<file path="src/cpr_pkg.sv">
/*
  Constants shared by the CAN pin routing and clock select block.
  Assumes a 16-bit register port with word indices.
*/
package cpr_pkg;

  // ****************************************
  // Register indices
  // ****************************************
  localparam logic [3:0] CPR_IDX_PERIPH_CFG = 4'h0;
  localparam logic [3:0] CPR_IDX_SYS_CFG    = 4'h1;
  localparam logic [3:0] CPR_IDX_MISC_EXT   = 4'h2;
  localparam logic [3:0] CPR_IDX_P4_DATA    = 4'h3;
  localparam logic [3:0] CPR_IDX_P4_DIR     = 4'h4;
  localparam logic [3:0] CPR_IDX_P4_ODS     = 4'h5;
  localparam logic [3:0] CPR_IDX_P4_PINS    = 4'h6;
  localparam logic [3:0] CPR_IDX_CAN_TIMING = 4'h7;
  localparam logic [3:0] CPR_IDX_STATUS     = 4'h8;

  // ****************************************
  // Field positions
  // ****************************************
  localparam int CPR_B_CTRL_A_EN    = 0;
  localparam int CPR_B_CTRL_B_EN    = 1;
  localparam int CPR_B_I2C_EN       = 3;
  localparam int CPR_B_MISC_ACC_EN  = 4;
  localparam int CPR_B_EXT_PERIPH   = 2;
  localparam int CPR_B_PAR_MAP      = 0;
  localparam int CPR_B_CLK_HALVE    = 1;
  localparam int CPR_B_ST_STUFF     = 4;
  localparam int CPR_B_ST_GAP       = 5;

  // Port 4 pin positions inside the 4-bit pin vectors
  localparam int CPR_PIN4 = 0;
  localparam int CPR_PIN5 = 1;
  localparam int CPR_PIN6 = 2;
  localparam int CPR_PIN7 = 3;

  // ****************************************
  // Reset values
  // ****************************************
  localparam logic [15:0] CPR_RST_PERIPH_CFG = 16'h0001;
  localparam logic [15:0] CPR_RST_SYS_CFG    = 16'h0000;
  localparam logic [1:0]  CPR_RST_MISC_EXT   = 2'h2;
  localparam logic [3:0]  CPR_RST_P4         = 4'h0;
  localparam logic [1:0]  CPR_RST_RJW        = 2'h0;

  // ****************************************
  // Counts
  // ****************************************
  localparam int          CPR_CLK_DIV      = 2;
  localparam logic [2:0]  CPR_STUFF_RUN    = 3'h6;
  localparam logic [2:0]  CPR_ERR_FLAG_LEN = 3'h6;
  localparam logic [3:0]  CPR_RESYNC_GAP   = 4'hA;

  typedef enum logic [0:0] {CPR_ERR_IDLE, CPR_ERR_FLAG} cpr_err_st_t;

endpackage : cpr_pkg

</file>
<file path="src/cpr_mon_if.sv">
/*
  Interface between the routing top and its bus monitor.
  Assumes all members change only on the system clock.
*/
interface cpr_mon_if;
  logic       bit_tick;
  logic       rx;
  logic       err_req;
  logic [1:0] rjw_prog;
  logic [3:0] phase_err;
  logic       sync_edge;
  logic [2:0] resync_adj;
  logic       err_active;
  logic       stuff_viol;
  logic       gap_viol;

  modport mon (input  bit_tick, rx, err_req, rjw_prog, phase_err,
               output sync_edge, resync_adj, err_active, stuff_viol,
               gap_viol);
  modport top (output bit_tick, rx, err_req, rjw_prog, phase_err,
               input  sync_edge, resync_adj, err_active, stuff_viol,
               gap_viol);
endinterface : cpr_mon_if

</file>
<file path="src/cpr_can_pin_routing.sv">
/*
  Pin routing, open-drain option and clock select for two CAN controllers
  sharing the four port 4 pins, with a small register file.
  Assumes a synchronous 16-bit register port, synchronous pin inputs and
  a transceiver or wired-AND bus on the pins.
*/
// Overview of operation
// - Open-drain select lets both transmit pins share one transceiver.
// - Parallel mode puts both controllers on pin5 receive, pin6 transmit.
// - Parallel mode frees pin4 and pin7 for GPIO or I2C.
// - Misc register is reachable only with both access enables set.
// - Parallel mapping needs both controllers enabled, else no effect.
// - With controller A off, B stays on pin4 and pin7.
// - Clock halve bit picks CPU clock or half of it for both.
// - After reset the CAN clock is the CPU clock halved.
// - Prescaler off feeds the CPU clock straight to the controllers.
// - CAN clock comes only from prescaling the CPU clock.
// - Stuffing bounds runs to five; resync edges within ten bits.
// - An error-active node sends six dominant bits as error flag, only on pin6 and only with controller A enabled.
// - A received error flag on pin5 is echoed with an own flag.
// - Resync jump width is programmable from one to four quanta.
// - Sync only on recessive-to-dominant edges.
// - Freed pins act as GPIO or I2C, never as external address lines.
// - Controller A enable is bit 0, B bit 1, with periph enable.
// - Reset sets controller A's enable bit but not periph enable, so both stay disabled.
// - Default mapping: controller B transmits pin7, receives pin4.
module cpr_can_pin_routing
  import cpr_pkg::*;
(
  input  wire logic        i_clk_sys,
  input  wire logic        i_rst_n,
  input  wire logic [3:0]  i_addr,
  input  wire logic [15:0] i_wdata,
  input  wire logic        i_wr,
  input  wire logic        i_rd,
  output logic      [15:0] o_rdata,
  input  wire logic        i_ctrl_a_tx,
  input  wire logic        i_ctrl_b_tx,
  output logic             o_ctrl_a_rx,
  output logic             o_ctrl_b_rx,
  output logic             o_ctrl_a_en,
  output logic             o_ctrl_b_en,
  output logic             o_can_clk_tick,
  input  wire logic        i_bit_tick,
  input  wire logic        i_err_req,
  input  wire logic [3:0]  i_phase_err,
  output logic             o_sync_edge,
  output logic      [2:0]  o_resync_adj,
  output logic      [2:0]  o_rjw,
  output logic             o_err_dominant,
  input  wire logic [3:0]  i_p4_in,
  output logic      [3:0]  o_p4_out,
  output logic      [3:0]  o_p4_oe,
  input  wire logic        i_i2c_scl_low,
  input  wire logic        i_i2c_sda_low,
  output logic             o_i2c_en,
  output logic             o_i2c_scl,
  output logic             o_i2c_sda
);

  // ****************************************
  // Register state
  // ****************************************
  logic [15:0] pcfg_r, pcfg_nxt;
  logic [15:0] scfg_r, scfg_nxt;
  logic [1:0]  misc_r, misc_nxt;
  logic [3:0]  p4_data_r, p4_data_nxt;
  logic [3:0]  p4_dir_r, p4_dir_nxt;
  logic [3:0]  p4_ods_r, p4_ods_nxt;
  logic [1:0]  rjw_r, rjw_nxt;
  logic        stuff_st_r, stuff_st_nxt;
  logic        gap_st_r, gap_st_nxt;
  logic [15:0] rdata_r, rdata_nxt;

  // Derived enables and mapping
  logic a_en;
  logic b_en;
  logic par_eff;
  logic misc_ok;
  logic b_on_own;
  logic shared_tx;
  logic i2c_on;

  cpr_mon_if mon_if ();

  // Address match, shared by the write and read decoders
  function automatic logic cpr_hit(input logic [3:0] a,
                                   input logic [3:0] idx);
    return a == idx;
  endfunction

  // ****************************************
  // Enables and mapping
  // ****************************************
  assign a_en     = pcfg_r[CPR_B_CTRL_A_EN] &
                    scfg_r[CPR_B_EXT_PERIPH];
  assign b_en     = pcfg_r[CPR_B_CTRL_B_EN] &
                    scfg_r[CPR_B_EXT_PERIPH];
  assign misc_ok  = pcfg_r[CPR_B_MISC_ACC_EN] &
                    scfg_r[CPR_B_EXT_PERIPH];
  // Needs both controllers; with A off, B keeps its own pins
  assign par_eff  = misc_r[CPR_B_PAR_MAP] & a_en & b_en;
  assign b_on_own = b_en & ~par_eff;
  assign i2c_on   = pcfg_r[CPR_B_I2C_EN] & ~b_on_own;

  // Dominant wins: in parallel mode both transmitters share pin6, plus own error flag
  assign shared_tx = (a_en ? i_ctrl_a_tx : 1'b1) &
                     (par_eff ? i_ctrl_b_tx : 1'b1) &
                     ~mon_if.err_active;

  // ****************************************
  // Register writes
  // ****************************************
  always_comb begin
    pcfg_nxt = pcfg_r;
    scfg_nxt = scfg_r;
    misc_nxt = misc_r;
    p4_data_nxt = p4_data_r;
    p4_dir_nxt = p4_dir_r;
    p4_ods_nxt = p4_ods_r;
    rjw_nxt = rjw_r;
    stuff_st_nxt = stuff_st_r;
    gap_st_nxt = gap_st_r;
    if (i_wr) begin
      if (cpr_hit(i_addr, CPR_IDX_PERIPH_CFG)) begin
        pcfg_nxt = i_wdata & 16'h001B;
      end
      if (cpr_hit(i_addr, CPR_IDX_SYS_CFG)) begin
        scfg_nxt = i_wdata & 16'h0004;
      end
      // Locked unless both access enables are set
      if (cpr_hit(i_addr, CPR_IDX_MISC_EXT) && misc_ok) begin
        misc_nxt = i_wdata[1:0];
      end
      if (cpr_hit(i_addr, CPR_IDX_P4_DATA)) begin
        p4_data_nxt = i_wdata[3:0];
      end
      if (cpr_hit(i_addr, CPR_IDX_P4_DIR)) begin
        p4_dir_nxt = i_wdata[3:0];
      end
      if (cpr_hit(i_addr, CPR_IDX_P4_ODS)) begin
        p4_ods_nxt = i_wdata[3:0];
      end
      if (cpr_hit(i_addr, CPR_IDX_CAN_TIMING)) begin
        rjw_nxt = i_wdata[1:0];
      end
      // Write one to clear sticky status
      if (cpr_hit(i_addr, CPR_IDX_STATUS)) begin
        if (i_wdata[CPR_B_ST_STUFF]) begin
          stuff_st_nxt = 1'b0;
        end
        if (i_wdata[CPR_B_ST_GAP]) begin
          gap_st_nxt = 1'b0;
        end
      end
    end
    // Set after clear so a same-cycle event is never lost
    if (mon_if.stuff_viol) begin
      stuff_st_nxt = 1'b1;
    end
    if (mon_if.gap_viol) begin
      gap_st_nxt = 1'b1;
    end
  end

  // ****************************************
  // Register reads
  // ****************************************
  always_comb begin
    rdata_nxt = 16'h0000;
    if (i_rd) begin
      if (cpr_hit(i_addr, CPR_IDX_PERIPH_CFG)) begin
        rdata_nxt = pcfg_r;
      end
      if (cpr_hit(i_addr, CPR_IDX_SYS_CFG)) begin
        rdata_nxt = scfg_r;
      end
      if (cpr_hit(i_addr, CPR_IDX_MISC_EXT) && misc_ok) begin
        rdata_nxt = {14'h0000, misc_r};
      end
      if (cpr_hit(i_addr, CPR_IDX_P4_DATA)) begin
        rdata_nxt = {12'h000, p4_data_r};
      end
      if (cpr_hit(i_addr, CPR_IDX_P4_DIR)) begin
        rdata_nxt = {12'h000, p4_dir_r};
      end
      if (cpr_hit(i_addr, CPR_IDX_P4_ODS)) begin
        rdata_nxt = {12'h000, p4_ods_r};
      end
      if (cpr_hit(i_addr, CPR_IDX_P4_PINS)) begin
        rdata_nxt = {12'h000, i_p4_in};
      end
      if (cpr_hit(i_addr, CPR_IDX_CAN_TIMING)) begin
        rdata_nxt = {14'h0000, rjw_r};
      end
      if (cpr_hit(i_addr, CPR_IDX_STATUS)) begin
        rdata_nxt = {10'h000, gap_st_r, stuff_st_r,
                     mon_if.err_active, par_eff, b_en, a_en};
      end
    end
  end

  // Registers
  always_ff @(posedge i_clk_sys) begin
    if (!i_rst_n) begin
      pcfg_r <= CPR_RST_PERIPH_CFG;
      scfg_r <= CPR_RST_SYS_CFG;
      misc_r <= CPR_RST_MISC_EXT;
      p4_data_r <= CPR_RST_P4;
      p4_dir_r <= CPR_RST_P4;
      p4_ods_r <= CPR_RST_P4;
      rjw_r <= CPR_RST_RJW;
      stuff_st_r <= 1'b0;
      gap_st_r <= 1'b0;
      rdata_r <= 16'h0000;
    end else begin
      pcfg_r <= pcfg_nxt;
      scfg_r <= scfg_nxt;
      misc_r <= misc_nxt;
      p4_data_r <= p4_data_nxt;
      p4_dir_r <= p4_dir_nxt;
      p4_ods_r <= p4_ods_nxt;
      rjw_r <= rjw_nxt;
      stuff_st_r <= stuff_st_nxt;
      gap_st_r <= gap_st_nxt;
      rdata_r <= rdata_nxt;
    end
  end

  // ****************************************
  // Pin multiplexer
  // ****************************************
  // Routing stays combinational: a register would delay bus edges
  always_comb begin
    o_p4_out = p4_data_r;
    // Open-drain drives only the low level of a GPIO pin
    for (int i = 0; i < 4; i++) begin
      o_p4_oe[i] = p4_dir_r[i] & (~p4_ods_r[i] | ~p4_data_r[i]);
    end
    // Receive pins are inputs while the controller owns them
    if (a_en) begin
      o_p4_oe[CPR_PIN5] = 1'b0;
      o_p4_out[CPR_PIN6] = shared_tx;
      o_p4_oe[CPR_PIN6] = ~p4_ods_r[CPR_PIN6] | ~shared_tx;
    end
    if (b_on_own) begin
      o_p4_oe[CPR_PIN4] = 1'b0;
      o_p4_out[CPR_PIN7] = i_ctrl_b_tx;
      o_p4_oe[CPR_PIN7] = ~p4_ods_r[CPR_PIN7] | ~i_ctrl_b_tx;
    end else if (i2c_on) begin
      // I2C lines are always open-drain, pulled low on request
      o_p4_out[CPR_PIN4] = 1'b0;
      o_p4_oe[CPR_PIN4] = i_i2c_scl_low;
      o_p4_out[CPR_PIN7] = 1'b0;
      o_p4_oe[CPR_PIN7] = i_i2c_sda_low;
    end
    // No address-line source exists on these pins at all
  end

  // Receive routing; a disabled controller sees recessive
  assign o_ctrl_a_rx = a_en ? i_p4_in[CPR_PIN5] : 1'b1;
  assign o_ctrl_b_rx = par_eff  ? i_p4_in[CPR_PIN5] :
                       b_on_own ? i_p4_in[CPR_PIN4] : 1'b1;
  assign o_i2c_en  = i2c_on;
  assign o_i2c_scl = i_p4_in[CPR_PIN4];
  assign o_i2c_sda = i_p4_in[CPR_PIN7];
  assign o_ctrl_a_en = a_en;
  assign o_ctrl_b_en = b_en;

  // ****************************************
  // Clock select and bus monitor
  // ****************************************
  // One tick drives both controllers; halving covers fast CPU clocks
  cpr_clk_div #(
    .DIV (CPR_CLK_DIV)
  ) u_clk_div (
    .i_clk_sys (i_clk_sys),
    .i_rst_n   (i_rst_n),
    .i_halve   (misc_r[CPR_B_CLK_HALVE]),
    .o_tick    (o_can_clk_tick)
  );

  assign mon_if.bit_tick  = i_bit_tick;
  assign mon_if.rx        = i_p4_in[CPR_PIN5];
  assign mon_if.err_req   = i_err_req;
  assign mon_if.rjw_prog  = rjw_r;
  assign mon_if.phase_err = i_phase_err;

  cpr_bus_mon u_bus_mon (
    .i_clk_sys (i_clk_sys),
    .i_rst_n   (i_rst_n),
    .mon       (mon_if)
  );

  assign o_sync_edge    = mon_if.sync_edge;
  assign o_resync_adj   = mon_if.resync_adj;
  assign o_err_dominant = mon_if.err_active;
  assign o_rjw          = {1'b0, rjw_r} + 3'h1;
  assign o_rdata        = rdata_r;

endmodule // cpr_can_pin_routing

</file>
<file path="src/cpr_clk_div.sv">
/*
  CAN clock tick from the CPU clock: every cycle, or every DIV cycles.
  Assumes one system clock and synchronous active-low reset.
*/
module cpr_clk_div
  import cpr_pkg::*;
#(
  parameter int DIV = CPR_CLK_DIV
) (
  input  wire logic i_clk_sys,
  input  wire logic i_rst_n,
  input  wire logic i_halve,
  output logic      o_tick
);

  logic [3:0] cnt_r;
  logic [3:0] cnt_nxt;
  logic       tick_r;
  logic       tick_nxt;

  // ****************************************
  // Prescaler
  // ****************************************
  // No separate source: the tick is carved out of the CPU clock
  always_comb begin
    cnt_nxt  = 4'h0;
    tick_nxt = 1'b1;
    if (i_halve) begin
      tick_nxt = (cnt_r == 4'(DIV - 1));
      cnt_nxt  = tick_nxt ? 4'h0 : cnt_r + 4'h1;
    end
  end

  // Registers
  always_ff @(posedge i_clk_sys) begin
    if (!i_rst_n) begin
      cnt_r  <= 4'h0;
      // Held high in reset so the first gap after release is one cycle
      tick_r <= 1'b1;
    end else begin
      cnt_r  <= cnt_nxt;
      tick_r <= tick_nxt;
    end
  end

  assign o_tick = tick_r;

endmodule // cpr_clk_div

</file>
<file path="src/cpr_bus_mon.sv">
/*
  Bus monitor: sync edges, stuff runs, resync gap and error flag.
  Assumes bit_tick marks the sample point of each bit on the clock.
*/
module cpr_bus_mon
  import cpr_pkg::*;
(
  input  wire logic i_clk_sys,
  input  wire logic i_rst_n,
  cpr_mon_if.mon    mon
);

  cpr_err_st_t st_r, st_nxt;
  logic       last_r, last_nxt;
  logic [2:0] run_r, run_nxt;
  logic [3:0] gap_r, gap_nxt;
  logic [2:0] flag_r, flag_nxt;
  logic [2:0] adj_r, adj_nxt;
  logic       edge_r, edge_nxt;
  logic       stuff_r, stuff_nxt;
  logic       gap_v_r, gap_v_nxt;
  logic [2:0] rjw;

  assign rjw = {1'b0, mon.rjw_prog} + 3'h1;

  // ****************************************
  // Next state
  // ****************************************
  always_comb begin
    st_nxt = st_r;
    last_nxt = last_r;
    run_nxt = run_r;
    gap_nxt = gap_r;
    flag_nxt = flag_r;
    adj_nxt = adj_r;
    edge_nxt = 1'b0;
    stuff_nxt = 1'b0;
    gap_v_nxt = 1'b0;
    if (mon.bit_tick) begin
      last_nxt = mon.rx;
      // Only recessive to dominant counts; the other edge is ignored
      edge_nxt = last_r & ~mon.rx;
      if (edge_nxt) begin
        gap_nxt = 4'h0;
        adj_nxt = (mon.phase_err < {1'b0, rjw}) ?
                  mon.phase_err[2:0] : rjw;
      end else if (gap_r != 4'hF) begin
        gap_nxt = gap_r + 4'h1;
      end
      gap_v_nxt = ~edge_nxt && (gap_r == CPR_RESYNC_GAP);
      run_nxt = (mon.rx == last_r && run_r != 3'h7) ? run_r + 3'h1 :
                (mon.rx == last_r) ? run_r : 3'h1;
      // Six equal bits break stuffing: also how a foreign flag shows
      stuff_nxt = (run_nxt == CPR_STUFF_RUN) &&
                  (mon.rx != last_r || run_r != run_nxt);
    end
    unique case (st_r)
      CPR_ERR_IDLE: begin
        if (mon.err_req || stuff_nxt) begin
          st_nxt   = CPR_ERR_FLAG;
          flag_nxt = 3'h0;
        end
      end
      CPR_ERR_FLAG: begin
        if (mon.bit_tick) begin
          flag_nxt = flag_r + 3'h1;
          if (flag_nxt == CPR_ERR_FLAG_LEN) begin
            st_nxt = CPR_ERR_IDLE;
          end
        end
      end
    endcase
  end

  // Registers
  always_ff @(posedge i_clk_sys) begin
    if (!i_rst_n) begin
      st_r <= CPR_ERR_IDLE;
      last_r <= 1'b1;
      run_r <= 3'h0;
      gap_r <= 4'h0;
      flag_r <= 3'h0;
      adj_r <= 3'h0;
      edge_r <= 1'b0;
      stuff_r <= 1'b0;
      gap_v_r <= 1'b0;
    end else begin
      st_r <= st_nxt;
      last_r <= last_nxt;
      run_r <= run_nxt;
      gap_r <= gap_nxt;
      flag_r <= flag_nxt;
      adj_r <= adj_nxt;
      edge_r <= edge_nxt;
      stuff_r <= stuff_nxt;
      gap_v_r <= gap_v_nxt;
    end
  end

  assign mon.sync_edge  = edge_r;
  assign mon.resync_adj = adj_r;
  assign mon.err_active = (st_r == CPR_ERR_FLAG);
  assign mon.stuff_viol = stuff_r;
  assign mon.gap_viol   = gap_v_r;

endmodule // cpr_bus_mon

</file>
<file path="config.mk">
export PLATFORM = sky130hd
export DESIGN_NAME = cpr_can_pin_routing
export DESIGN_NICKNAME = d
export VERILOG_FILES = /design/src/cpr_pkg.sv /design/src/cpr_mon_if.sv /design/src/cpr_can_pin_routing.sv /design/src/cpr_clk_div.sv /design/src/cpr_bus_mon.sv
export SDC_FILE = /design/constraint.sdc
export NUM_CORES = 1
export LEC_CHECK = 0
export BUFFER_PORTS_ARGS = -buffer_cell sky130_fd_sc_hd__buf_2
export CORE_AREA = 2 2 66 99
export DETAILED_ROUTE_END_ITERATION = 7
export DIE_AREA = 0 0 68 101
export PLACE_DENSITY = 0.71
export SYNTH_ARGS = -nofsm -noshare
export SYNTH_HDL_FRONTEND = slang
export SYNTH_SLANG_ARGS = --single-unit
</file>
<file path="constraint.sdc">
create_clock -name i_clk_sys -period 1.63 [get_ports i_clk_sys]
set_clock_uncertainty 0.1 [all_clocks]
set_input_delay 0.163 -clock i_clk_sys [delete_from_list [all_inputs] [get_ports i_clk_sys]]
set_output_delay 0.163 -clock i_clk_sys [all_outputs]
set_load 0.01 [all_outputs]
</file>
# Word level (Yosys, flattened, before mapping)
# Index checks and enable logic that the tools add are counted.
word_totals:
  regBits: 62
  inputBits: 38
  out_inout_bits: 40
  word_cells: 161
op_classes:
  add_sub_neg: 5
  n_lt_le_gt_ge: 1
  eq_ne: 19
  muxes: 45
  bitwise: 38
  n_reduce_logical: 31
op_table:
  columns: ["operator", "n"]
  rows:
  - ["6-bit 2-to-1 mux", 7]
  - ["1-bit 2-to-1 mux", 26]
  - ["2-bit AND reduction", 13]
  - ["1-bit inverter", 18]
  - ["4-bit by 3-bit equality test with 1-bit output (second input constant)", 4]
  - ["3-bit 2-to-1 mux", 5]
  - ["1-bit AND", 14]
  - ["2-bit nonzero test", 7]
  - ["5-bit 2-to-1 mux", 2]
  - ["9-bit OR reduction", 1]
  - ["4-bit by 1-bit adder with 4-bit output (second input constant)", 2]
  - ["4-bit by 1-bit equality test with 1-bit output (second input constant)", 2]
  - ["4-bit by 2-bit equality test with 1-bit output (second input constant)", 2]
  - ["4-bit equality test (second input constant)", 2]
  - ["4-bit 2-to-1 mux", 2]
  - ["3-bit by 1-bit adder with 3-bit output (second input constant)", 2]
  - ["3-bit equality test (second input constant)", 2]
  - ["1-bit OR", 6]
  - ["3-bit case mux with 2 select lines", 1]
  - ["3-bit AND reduction", 2]
  - ["1-bit logical AND", 4]
  - ["4-bit zero test", 1]
  - ["4-bit by 3-bit less-than comparator with 1-bit output", 1]
  - ["4-bit inequality test (second input constant)", 1]
  - ["11 further kinds", 12]

# Longest topological paths before layout
# Gate-level depths: netlist of the first run.
depth:
  word_depth: 10
  ltp_mapped: 7
  ltp_nobuf: 7

# Cells and area by module
# A second synthesis of the first run with hierarchy kept.
unflattened:
  cells_unflattened: 322
  hier_area_um2: 2895.3
modules_own_cells:
  columns: ["mod", "n_inst", "cells_each", "area_per_inst_um2"]
  rows:
  - ["cpr_can_pin_routing", 1, 203, 1769.2]
  - ["cpr_bus_mon", 1, 102, 929.6]
  - ["cpr_clk_div", 1, 17, 196.4]

# Worst setup path before layout of the first run
# No wires, ideal clock.
synth_path:
  kind: "reg2reg"
  from: "reg rjw_r[0], in the netlist mon_if.rjw_prog[0]"
  to: "reg u_bus_mon.adj_r[0], in the netlist u_bus_mon.mon.resync_adj[0]"
  setup_ps: 141
  t_arrival_ps: 1618
  required_ps: 1389
  slack_ps: -229
  path_stages_with_launch: 8
  n_path_buf: 0
  synth_period_minus_slack_ps: 1859
  path_cell_list: "dfxtp_1 -> ha_1 -> inv_1 -> ha_1 -> o21a_1 -> o21ai_0 -> and2_1 -> o311ai_0"
synth_between:
  elab_chain_cells: 3
synth_lines:
  columns: ["item", "line_no", "rtl"]
  rows:
  - ["start: declaration", "cpr_can_pin_routing.sv:70", "logic [1:0] rjw_r, rjw_nxt;"]
  - ["start signal: assignment", "cpr_can_pin_routing.sv:223", "rjw_r <= rjw_nxt;"]
  - ["2-bit by 1-bit adder with 3-bit output", null, null]
  - ["named net o_rjw[1]", "cpr_can_pin_routing.sv:49", "output logic [2:0] o_rjw,"]
  - ["4-bit by 3-bit less-than comparator with 1-bit output", "cpr_bus_mon.sv:45", "adj_nxt = (mon.phase_err < {1'b0, rjw}) ?"]
  - ["3-bit 2-to-1 mux", "cpr_bus_mon.sv:45", null]
  - ["end signal: assignment", "cpr_bus_mon.sv:93", "adj_r <= adj_nxt;"]
  - ["end: declaration", "cpr_bus_mon.sv:18", "logic [2:0] adj_r, adj_nxt;"]
# The timed path passes the listed nets, and every way through them passes these cells.
# A chain may end at the register's enable or synchronous reset.

# Worst setup path after layout of the first run
layout_path:
  from: "reg misc_r[0]"
  to: "out o_p4_oe[3]"
layout_between:
  elab_chain_cells: 8
layout_lines:
  columns: ["item", "line_no", "rtl"]
  rows:
  - ["start: declaration", "cpr_can_pin_routing.sv:66", "logic [1:0] misc_r, misc_nxt;"]
  - ["start signal: assignment", "cpr_can_pin_routing.sv:219", "misc_r <= misc_nxt;"]
  - ["1-bit AND (*) (2 in series)", "cpr_can_pin_routing.sv:102", "assign par_eff = misc_r[CPR_B_PAR_MAP] & a_en & b_en;"]
  - ["1-bit inverter (*)", "cpr_can_pin_routing.sv:103", "assign b_on_own = b_en & ~par_eff;"]
  - ["1-bit AND (*)", "cpr_can_pin_routing.sv:103", null]
  - ["1-bit inverter", "cpr_can_pin_routing.sv:104", "assign i2c_on = pcfg_r[CPR_B_I2C_EN] & ~b_on_own;"]
  - ["1-bit AND", "cpr_can_pin_routing.sv:104", null]
  - ["1-bit 2-to-1 mux", "cpr_can_pin_routing.sv:250", "end else if (i2c_on) begin"]
  - ["1-bit 2-to-1 mux (*)", "cpr_can_pin_routing.sv:246", "if (b_on_own) begin"]
  - ["end: declaration", "cpr_can_pin_routing.sv:53", "output logic [3:0] o_p4_oe,"]
# Mark *: on every way between the ends. The rest lies on a longest branch, timed or not.

==> impl_metrics.env, run 1 <==
export IMPL_status="complete, but fails checks"
export IMPL_violations="setup timing"
export IMPL_leakage_nw=1.60
export IMPL_power_density_mw_per_mm2=699
export IMPL_ys_types=53
export IMPL_port_buffers=57
export IMPL_cp_max_fo=3
export IMPL_postSynthCellCount=307
export IMPL_die_w_um=68
export IMPL_ff_latch_area_mm2=0.00105
export IMPL_drt_iter0_drc=225
export IMPL_insertion_delay_ps=300
export IMPL_cts_buffers=5
export IMPL_die_height_um=101
export IMPL_final_util_pct=59.1
export IMPL_fmax_mhz=562
export IMPL_min_path_type="in2reg"
export IMPL_arrival_ps=1520
export IMPL_n_fill_cell=521
export IMPL_mostFrequentLayoutCells="buf_2, dfxtp_1, nor2_1"
export IMPL_required_ps=1370
export IMPL_vias_per_cell=5.37
export IMPL_antenna_found_initial=0
export IMPL_hold_ws_ps=25.4
export IMPL_crit_path_end_kind="output port"
export IMPL_maxCapViolCount=0
export IMPL_hold_violations=0
export IMPL_ant_nets=0
export IMPL_setup_ws_ps=-149
export IMPL_antenna_cells=0
export IMPL_grt_overflow=0
export IMPL_synthFlopType="dfxtp_1"
export IMPL_synthArstFlopShare_pct=0
export IMPL_core_area_mm2=0.00604
export IMPL_die_area_mm2=0.00687
export IMPL_cts_tree="yes"
export IMPL_htreeDepth=2
export IMPL_path_clk_slew_ps=90
export IMPL_ys_seq_area_share_pct=37.7
export IMPL_grt_met1_usage_pct=25.3
export IMPL_ys_ff_latch=52
export IMPL_drv_slew=0
export IMPL_met3_usage_pct=3.58
export IMPL_clk_path_buf_depth=2
export IMPL_post_route_drc_count=0
export IMPL_pin_count=78
export IMPL_gr_usage_met2_pct=36.4
export IMPL_gp_congestion=0.942
export IMPL_ir_worst_vdd_mv=0.347
export IMPL_yosys_warnings=0
export IMPL_routed_wl_um=6960
export IMPL_initial_utilization_pct=45.7
export IMPL_root_buffer="clkbuf_8"
export IMPL_vias=2484
export IMPL_syn_area_per_cell_um2=9.00
export IMPL_dp_hpwl_um=5090
export IMPL_multi_input_area_mm2=0.00170
export IMPL_wl_per_cell_um=15.0
export IMPL_area_delta_synth_final_pct=29.3
export IMPL_post_route_min_period_ps=1780
export IMPL_layout_commonest_cell="buf_2"
export IMPL_grt_start_max_net_pins=32
export IMPL_grtUsageTotal_pct=21.1
export IMPL_grt_pass1_wl_um=11000
export IMPL_fin_nets=438
export IMPL_syn_cell_area_mm2=0.00276
export IMPL_core_rowCount=35
export IMPL_setup_viol=8
export IMPL_synth_edf_count=0
export IMPL_worstSetupStartpointType="flip-flop"
export IMPL_finalCritPeriodShare_pct=109
export IMPL_critPathKind="reg2out"
export IMPL_grt_pass1_vias=2338
export IMPL_rsz0062_at_grt="true"
export IMPL_gr_max_usage_layer="met2"
export IMPL_firstDrtPassIters=5
export IMPL_drive_gt1_share_pct=35.5
export IMPL_cts_num_sinks=52
## layout make-up
type                    count  share of cell area, %
repair buffers             92                   16.1
clock inverters             1                  0.210
well taps                  74                   2.59
clock buffers               7                   2.42
multi-input cells         221                   47.5
flip-flops and latches     52                   29.4
inverters                  16                   1.75
## state kept, by name, summed over array words and instances (netlist names), 3 cells and up
| signal | count |
|---|---|
| pcfg_r | 4 |
| u_clk_div.cnt_r | 4 |
| u_bus_mon.run_r | 3 |
| u_bus_mon.flag_r | 3 |
| p4_dir_r | 4 |
| p4_ods_r | 4 |
| u_bus_mon.gap_r | 4 |
| p4_data_r | 4 |
| u_bus_mon.mon.resync_adj | 3 |
| o_rdata | 6 |
## critical path: stages (launching register included)
cell     delay, ps
dfxtp_2        360
nand2_4         70
buf_6          120
nand3_4         50
mux2_4         310
a22oi_2        150
buf_2          150
## synth_stat cells (5+ instances only)
master / instances / area share, %
o21ai_0: 12 / 2.2
buf_2: 5 / 0.91
mux2i_1: 27 / 9.8
nand2_1: 21 / 2.9
dfxtp_1: 52 / 38
buf_4: 16 / 4.3
ha_1: 12 / 5.4
nand3_1: 11 / 2.0
nand4_1: 7 / 1.6
nor2_1: 38 / 5.2
a21oi_1: 17 / 3.1
inv_1: 16 / 2.2
## power by group
part	total [mW]	leakage, nW	internal, mW	switching (mW)
Sequential	1.33	0.424	1.31	0.0280
Clock	0.771	0.0445	0.346	0.425
Combinational	0.391	1.13	0.170	0.222
## final timing paths
path              slack [ps]  depth (start not counted)                                        to                           startpoint
setup / recovery        -150                          6                                o_p4_oe[3]               misc_r[0]$_SDFFE_PN0P_
hold / removal            30                          3                    pcfg_r[4]$_SDFFE_PN0P_                           i_wdata[4]
setup reg to reg         -20                          7  u_bus_mon.mon.resync_adj[1]$_SDFFE_PN0P_      mon_if.rjw_prog[0]$_SDFFE_PN0P_
hold reg to reg          350                          2                   stuff_st_r$_SDFFE_PN0P_  u_bus_mon.mon.stuff_viol$_SDFF_PN0_
## metal layers
metal	share of wire (%)	vias up
met5	0	-
met4	2.6	0
met3	5.9	15
met2	51	99
met1	40	1146
li1	-	1224
## kinds of logic after synthesis
kind of cell | after synthesis | synth area share [%]
xor gates and xnor gates | 4 | 1.27
muxes | 29 | 11.0
adders and majority gates | 12 | 5.43
buffers and inverters | 43 | 8.51
DFF | 52 | 37.7
AOI/OAI and AO/OA | 59 | 14.2
other | 1 | 0.136
and+or+nand+nor | 107 | 21.7
## metrics by stage
step / total power, mW / setup slack, ps / TNS [ps] / area [µm²] / instances
CTS: 2.50 / -149 / -620 / 3480 / 463
detailed placement: 1.72 / -108 / -393 / 3240 / 450
global placement: 1.71 / -30.4 / -81.4 / 3240 / 450
finish: 2.50 / -149 / -494 / 3570 / 463
global route: 2.61 / -246 / -1030 / 3570 / 463
floorplan: 1.60 / -34.7 / -104 / 2820 / 316
## timing repair
action,in CTS,in global routing
hold buffers,0,0
gates cloned,0,0
pin swaps,9,12
setup buffers,5,2
gates resized for setup,30,17
setup endpoints to repair,12,15
No activity file was read; power rests on OpenSTA's default activity.
==> run 2: changes to the inputs <==
==> constraint.sdc (replaced) <==
create_clock -name i_clk_sys -period 1.63 [get_ports i_clk_sys]
set_clock_uncertainty 0.1 [all_clocks]
set_input_delay 0.0815 -clock i_clk_sys [delete_from_list [all_inputs] [get_ports i_clk_sys]]
set_output_delay 0.0815 -clock i_clk_sys [all_outputs]
set_load 0.01 [all_outputs]
==> run 2 against run 1 <==
Effect of this change:
- the run still ends with setup timing left
- via count rose by 2.0%
- final cell count rose by 1.1%
- maximum frequency rose by 5.5%
- largest cell class unchanged
==> impl_metrics.env, run 2 (same netlist as run 1, synthesis figures left out) <==
export IMPL_maxCapViolCount=0
export IMPL_drv_slew=0
export IMPL_pin_count=78
export IMPL_leakage_nw=1.62
export IMPL_setup_ws_ps=-55.9
export IMPL_status="complete, but fails checks"
export IMPL_cts_buffers=5
export IMPL_firstDrtPassIters=4
export IMPL_mostFrequentLayoutCells="buf_2, dfxtp_1, nor2_1"
export IMPL_die_height_um=101
export IMPL_power_density_mw_per_mm2=703
export IMPL_grt_pass1_vias=2426
export IMPL_crit_buf_inv=1
export IMPL_area_delta_synth_final_pct=29.9
export IMPL_largest_reg_flops=6
export IMPL_root_buffer="clkbuf_8"
export IMPL_post_route_min_period_ps=1690
export IMPL_vias=2534
export IMPL_crit_path_end_kind="flip-flop"
export IMPL_ant_nets=0
export IMPL_gp_congestion=0.915
export IMPL_vias_per_cell=5.41
export IMPL_min_path_type="in2reg"
export IMPL_worstSetupStartpointType="flip-flop"
export IMPL_drt_iter0_drc=132
export IMPL_r2r_start="mon_if.rjw_prog[0]$_SDFFE_PN0P_"
export IMPL_rsz0062_at_grt="true"
export IMPL_path_clk_slew_ps=100
export IMPL_htreeDepth=2
export IMPL_grt_overflow=0
export IMPL_grt_pass1_wl_um=11500
export IMPL_path_common_cell="ha_4"
export IMPL_routed_wl_um=7190
export IMPL_cp_depth=7
export IMPL_dp_hpwl_um=5380
export IMPL_finalCritPeriodShare_pct=103
export IMPL_hold_depth=3
export IMPL_cts_tree="yes"
export IMPL_critPathKind="reg2reg"
export IMPL_core_area_mm2=0.00604
export IMPL_cp_cell_sequence="ha_4, inv_4, ha_4, o21a_1, o21ai_2, and2_4, o311ai_2"
export IMPL_die_w_um=68
export IMPL_antenna_found_initial=0
export IMPL_ir_worst_vdd_mv=0.479
export IMPL_port_buffers=57
export IMPL_grt_start_max_net_pins=24
export IMPL_initial_utilization_pct=45.7
export IMPL_violations="setup timing"
export IMPL_critical_path_max_stage_delay_ps=340
export IMPL_wl_per_cell_um=15.4
export IMPL_cp_max_fo=3
export IMPL_hold_start="i_wdata[1]"
export IMPL_crit_family="adder cells"
export IMPL_required_ps=1750
export IMPL_arrival_ps=1800
export IMPL_drive_gt1_share_pct=33.5
export IMPL_r2r_cells=7
export IMPL_hold_violations=0
export IMPL_layout_commonest_cell="buf_2"
export IMPL_slowest_stage="dfxtp_2"
export IMPL_fmax_mhz=593
export IMPL_preCtsSetupSlack_ps=-143
export IMPL_insertion_delay_ps=300
export IMPL_final_util_pct=59.4
export IMPL_r2r_end="u_bus_mon.mon.resync_adj[0]$_SDFFE_PN0P_"
export IMPL_hold_ws_ps=8.32
export IMPL_antenna_cells=0
export IMPL_r2r_slack_ps=-60
export IMPL_core_rowCount=35
export IMPL_die_area_mm2=0.00687
export IMPL_clk_path_buf_depth=2
export IMPL_setup_worst_path_start="mon_if.rjw_prog[0]$_SDFFE_PN0P_"
export IMPL_fin_nets=443
export IMPL_cts_num_sinks=52
export IMPL_post_route_drc_count=0
export IMPL_min_to="misc_r[1]$_SDFFE_PN1P_"
export IMPL_grtUsageTotal_pct=22.0
export IMPL_setup_viol=3
==> run 2: cell types whose count changed in the layout (fill, tap and decap cells not counted), sizes merged <==
cell         change
inv              +1
dlygate4sd3      +9
clkinvlp         -1
clkbuf           -1
clkinv           +1
buf              -4
==> run 2: area by class of cell <==
type	count	area [µm²]
clock buffers	6	82.6
clock inverters	2	13.8
fillers	532	2450
inverters	16	62.6
multi-input cells	221	1670
flip-flops and latches	52	1050
well taps	74	92.6
repair buffers	97	619
==> run 2: what timing repair did <==
| item | CTS | global route |
|---|---|---|
| setup buffers | 4 | 3 |
| endpoints found under the setup margin | 9 | 10 |
| pin swaps | 9 | 10 |
| hold buffers | 9 | 0 |
| resized for setup | 27 | 12 |
| endpoints found under the hold margin | 19 | 0 |
==> run 2: how the worst max path moves through the flow <==
stage / endpoint / slack (ps)
after global routing: u_bus_mon.mon.resync_adj[0]$_SDFFE_PN0P_ / -150
after global placement: u_bus_mon.mon.resync_adj[0]$_SDFFE_PN0P_ / -20
final: u_bus_mon.mon.resync_adj[0]$_SDFFE_PN0P_ / -60
after floorplan: u_bus_mon.mon.resync_adj[0]$_SDFFE_PN0P_ / -30
after detailed placement: u_bus_mon.mon.resync_adj[0]$_SDFFE_PN0P_ / -140
after CTS: u_bus_mon.mon.resync_adj[0]$_SDFFE_PN0P_ / -30
==> run 2: tightest hold or removal path: cells and delay by family <==
family | cells | cell delay [ps]
simple gates | 1 | 60
mux | 1 | 90
buf+inv | 1 | 160
==> run 2: where the power goes <==
group / internal [mW] / switching (mW) / leakage, nW
clock: 0.348 / 0.438 / 0.0516
combinational: 0.179 / 0.223 / 1.14
sequential: 1.31 / 0.0287 / 0.425
total: 1.83 / 0.689 / 1.62
==> run 2: per-layer routing <==
metal  track usage (%)  share of wire, %  vias up
li1                  -                 -     1235
met1              25.5                39     1194
met2              38.5                53       92
met3              3.69               6.0       13
met4              9.54               2.4        0
met5                 0                 0        -
==> run 2: stage by stage <==
step | instance area (µm²) | total power, mW | cells | TNS [ps]
6_report | 3590 | 2.52 | 468 | -81.5
5_1_grt | 3590 | 2.64 | 468 | -372
4_1_cts | 3510 | 2.53 | 465 | -32.5
3_5_place_dp | 3210 | 1.72 | 445 | -351
3_3_place_gp | 3210 | 1.71 | 445 | -49.9
2_1_floorplan | 2820 | 1.60 | 316 | -104
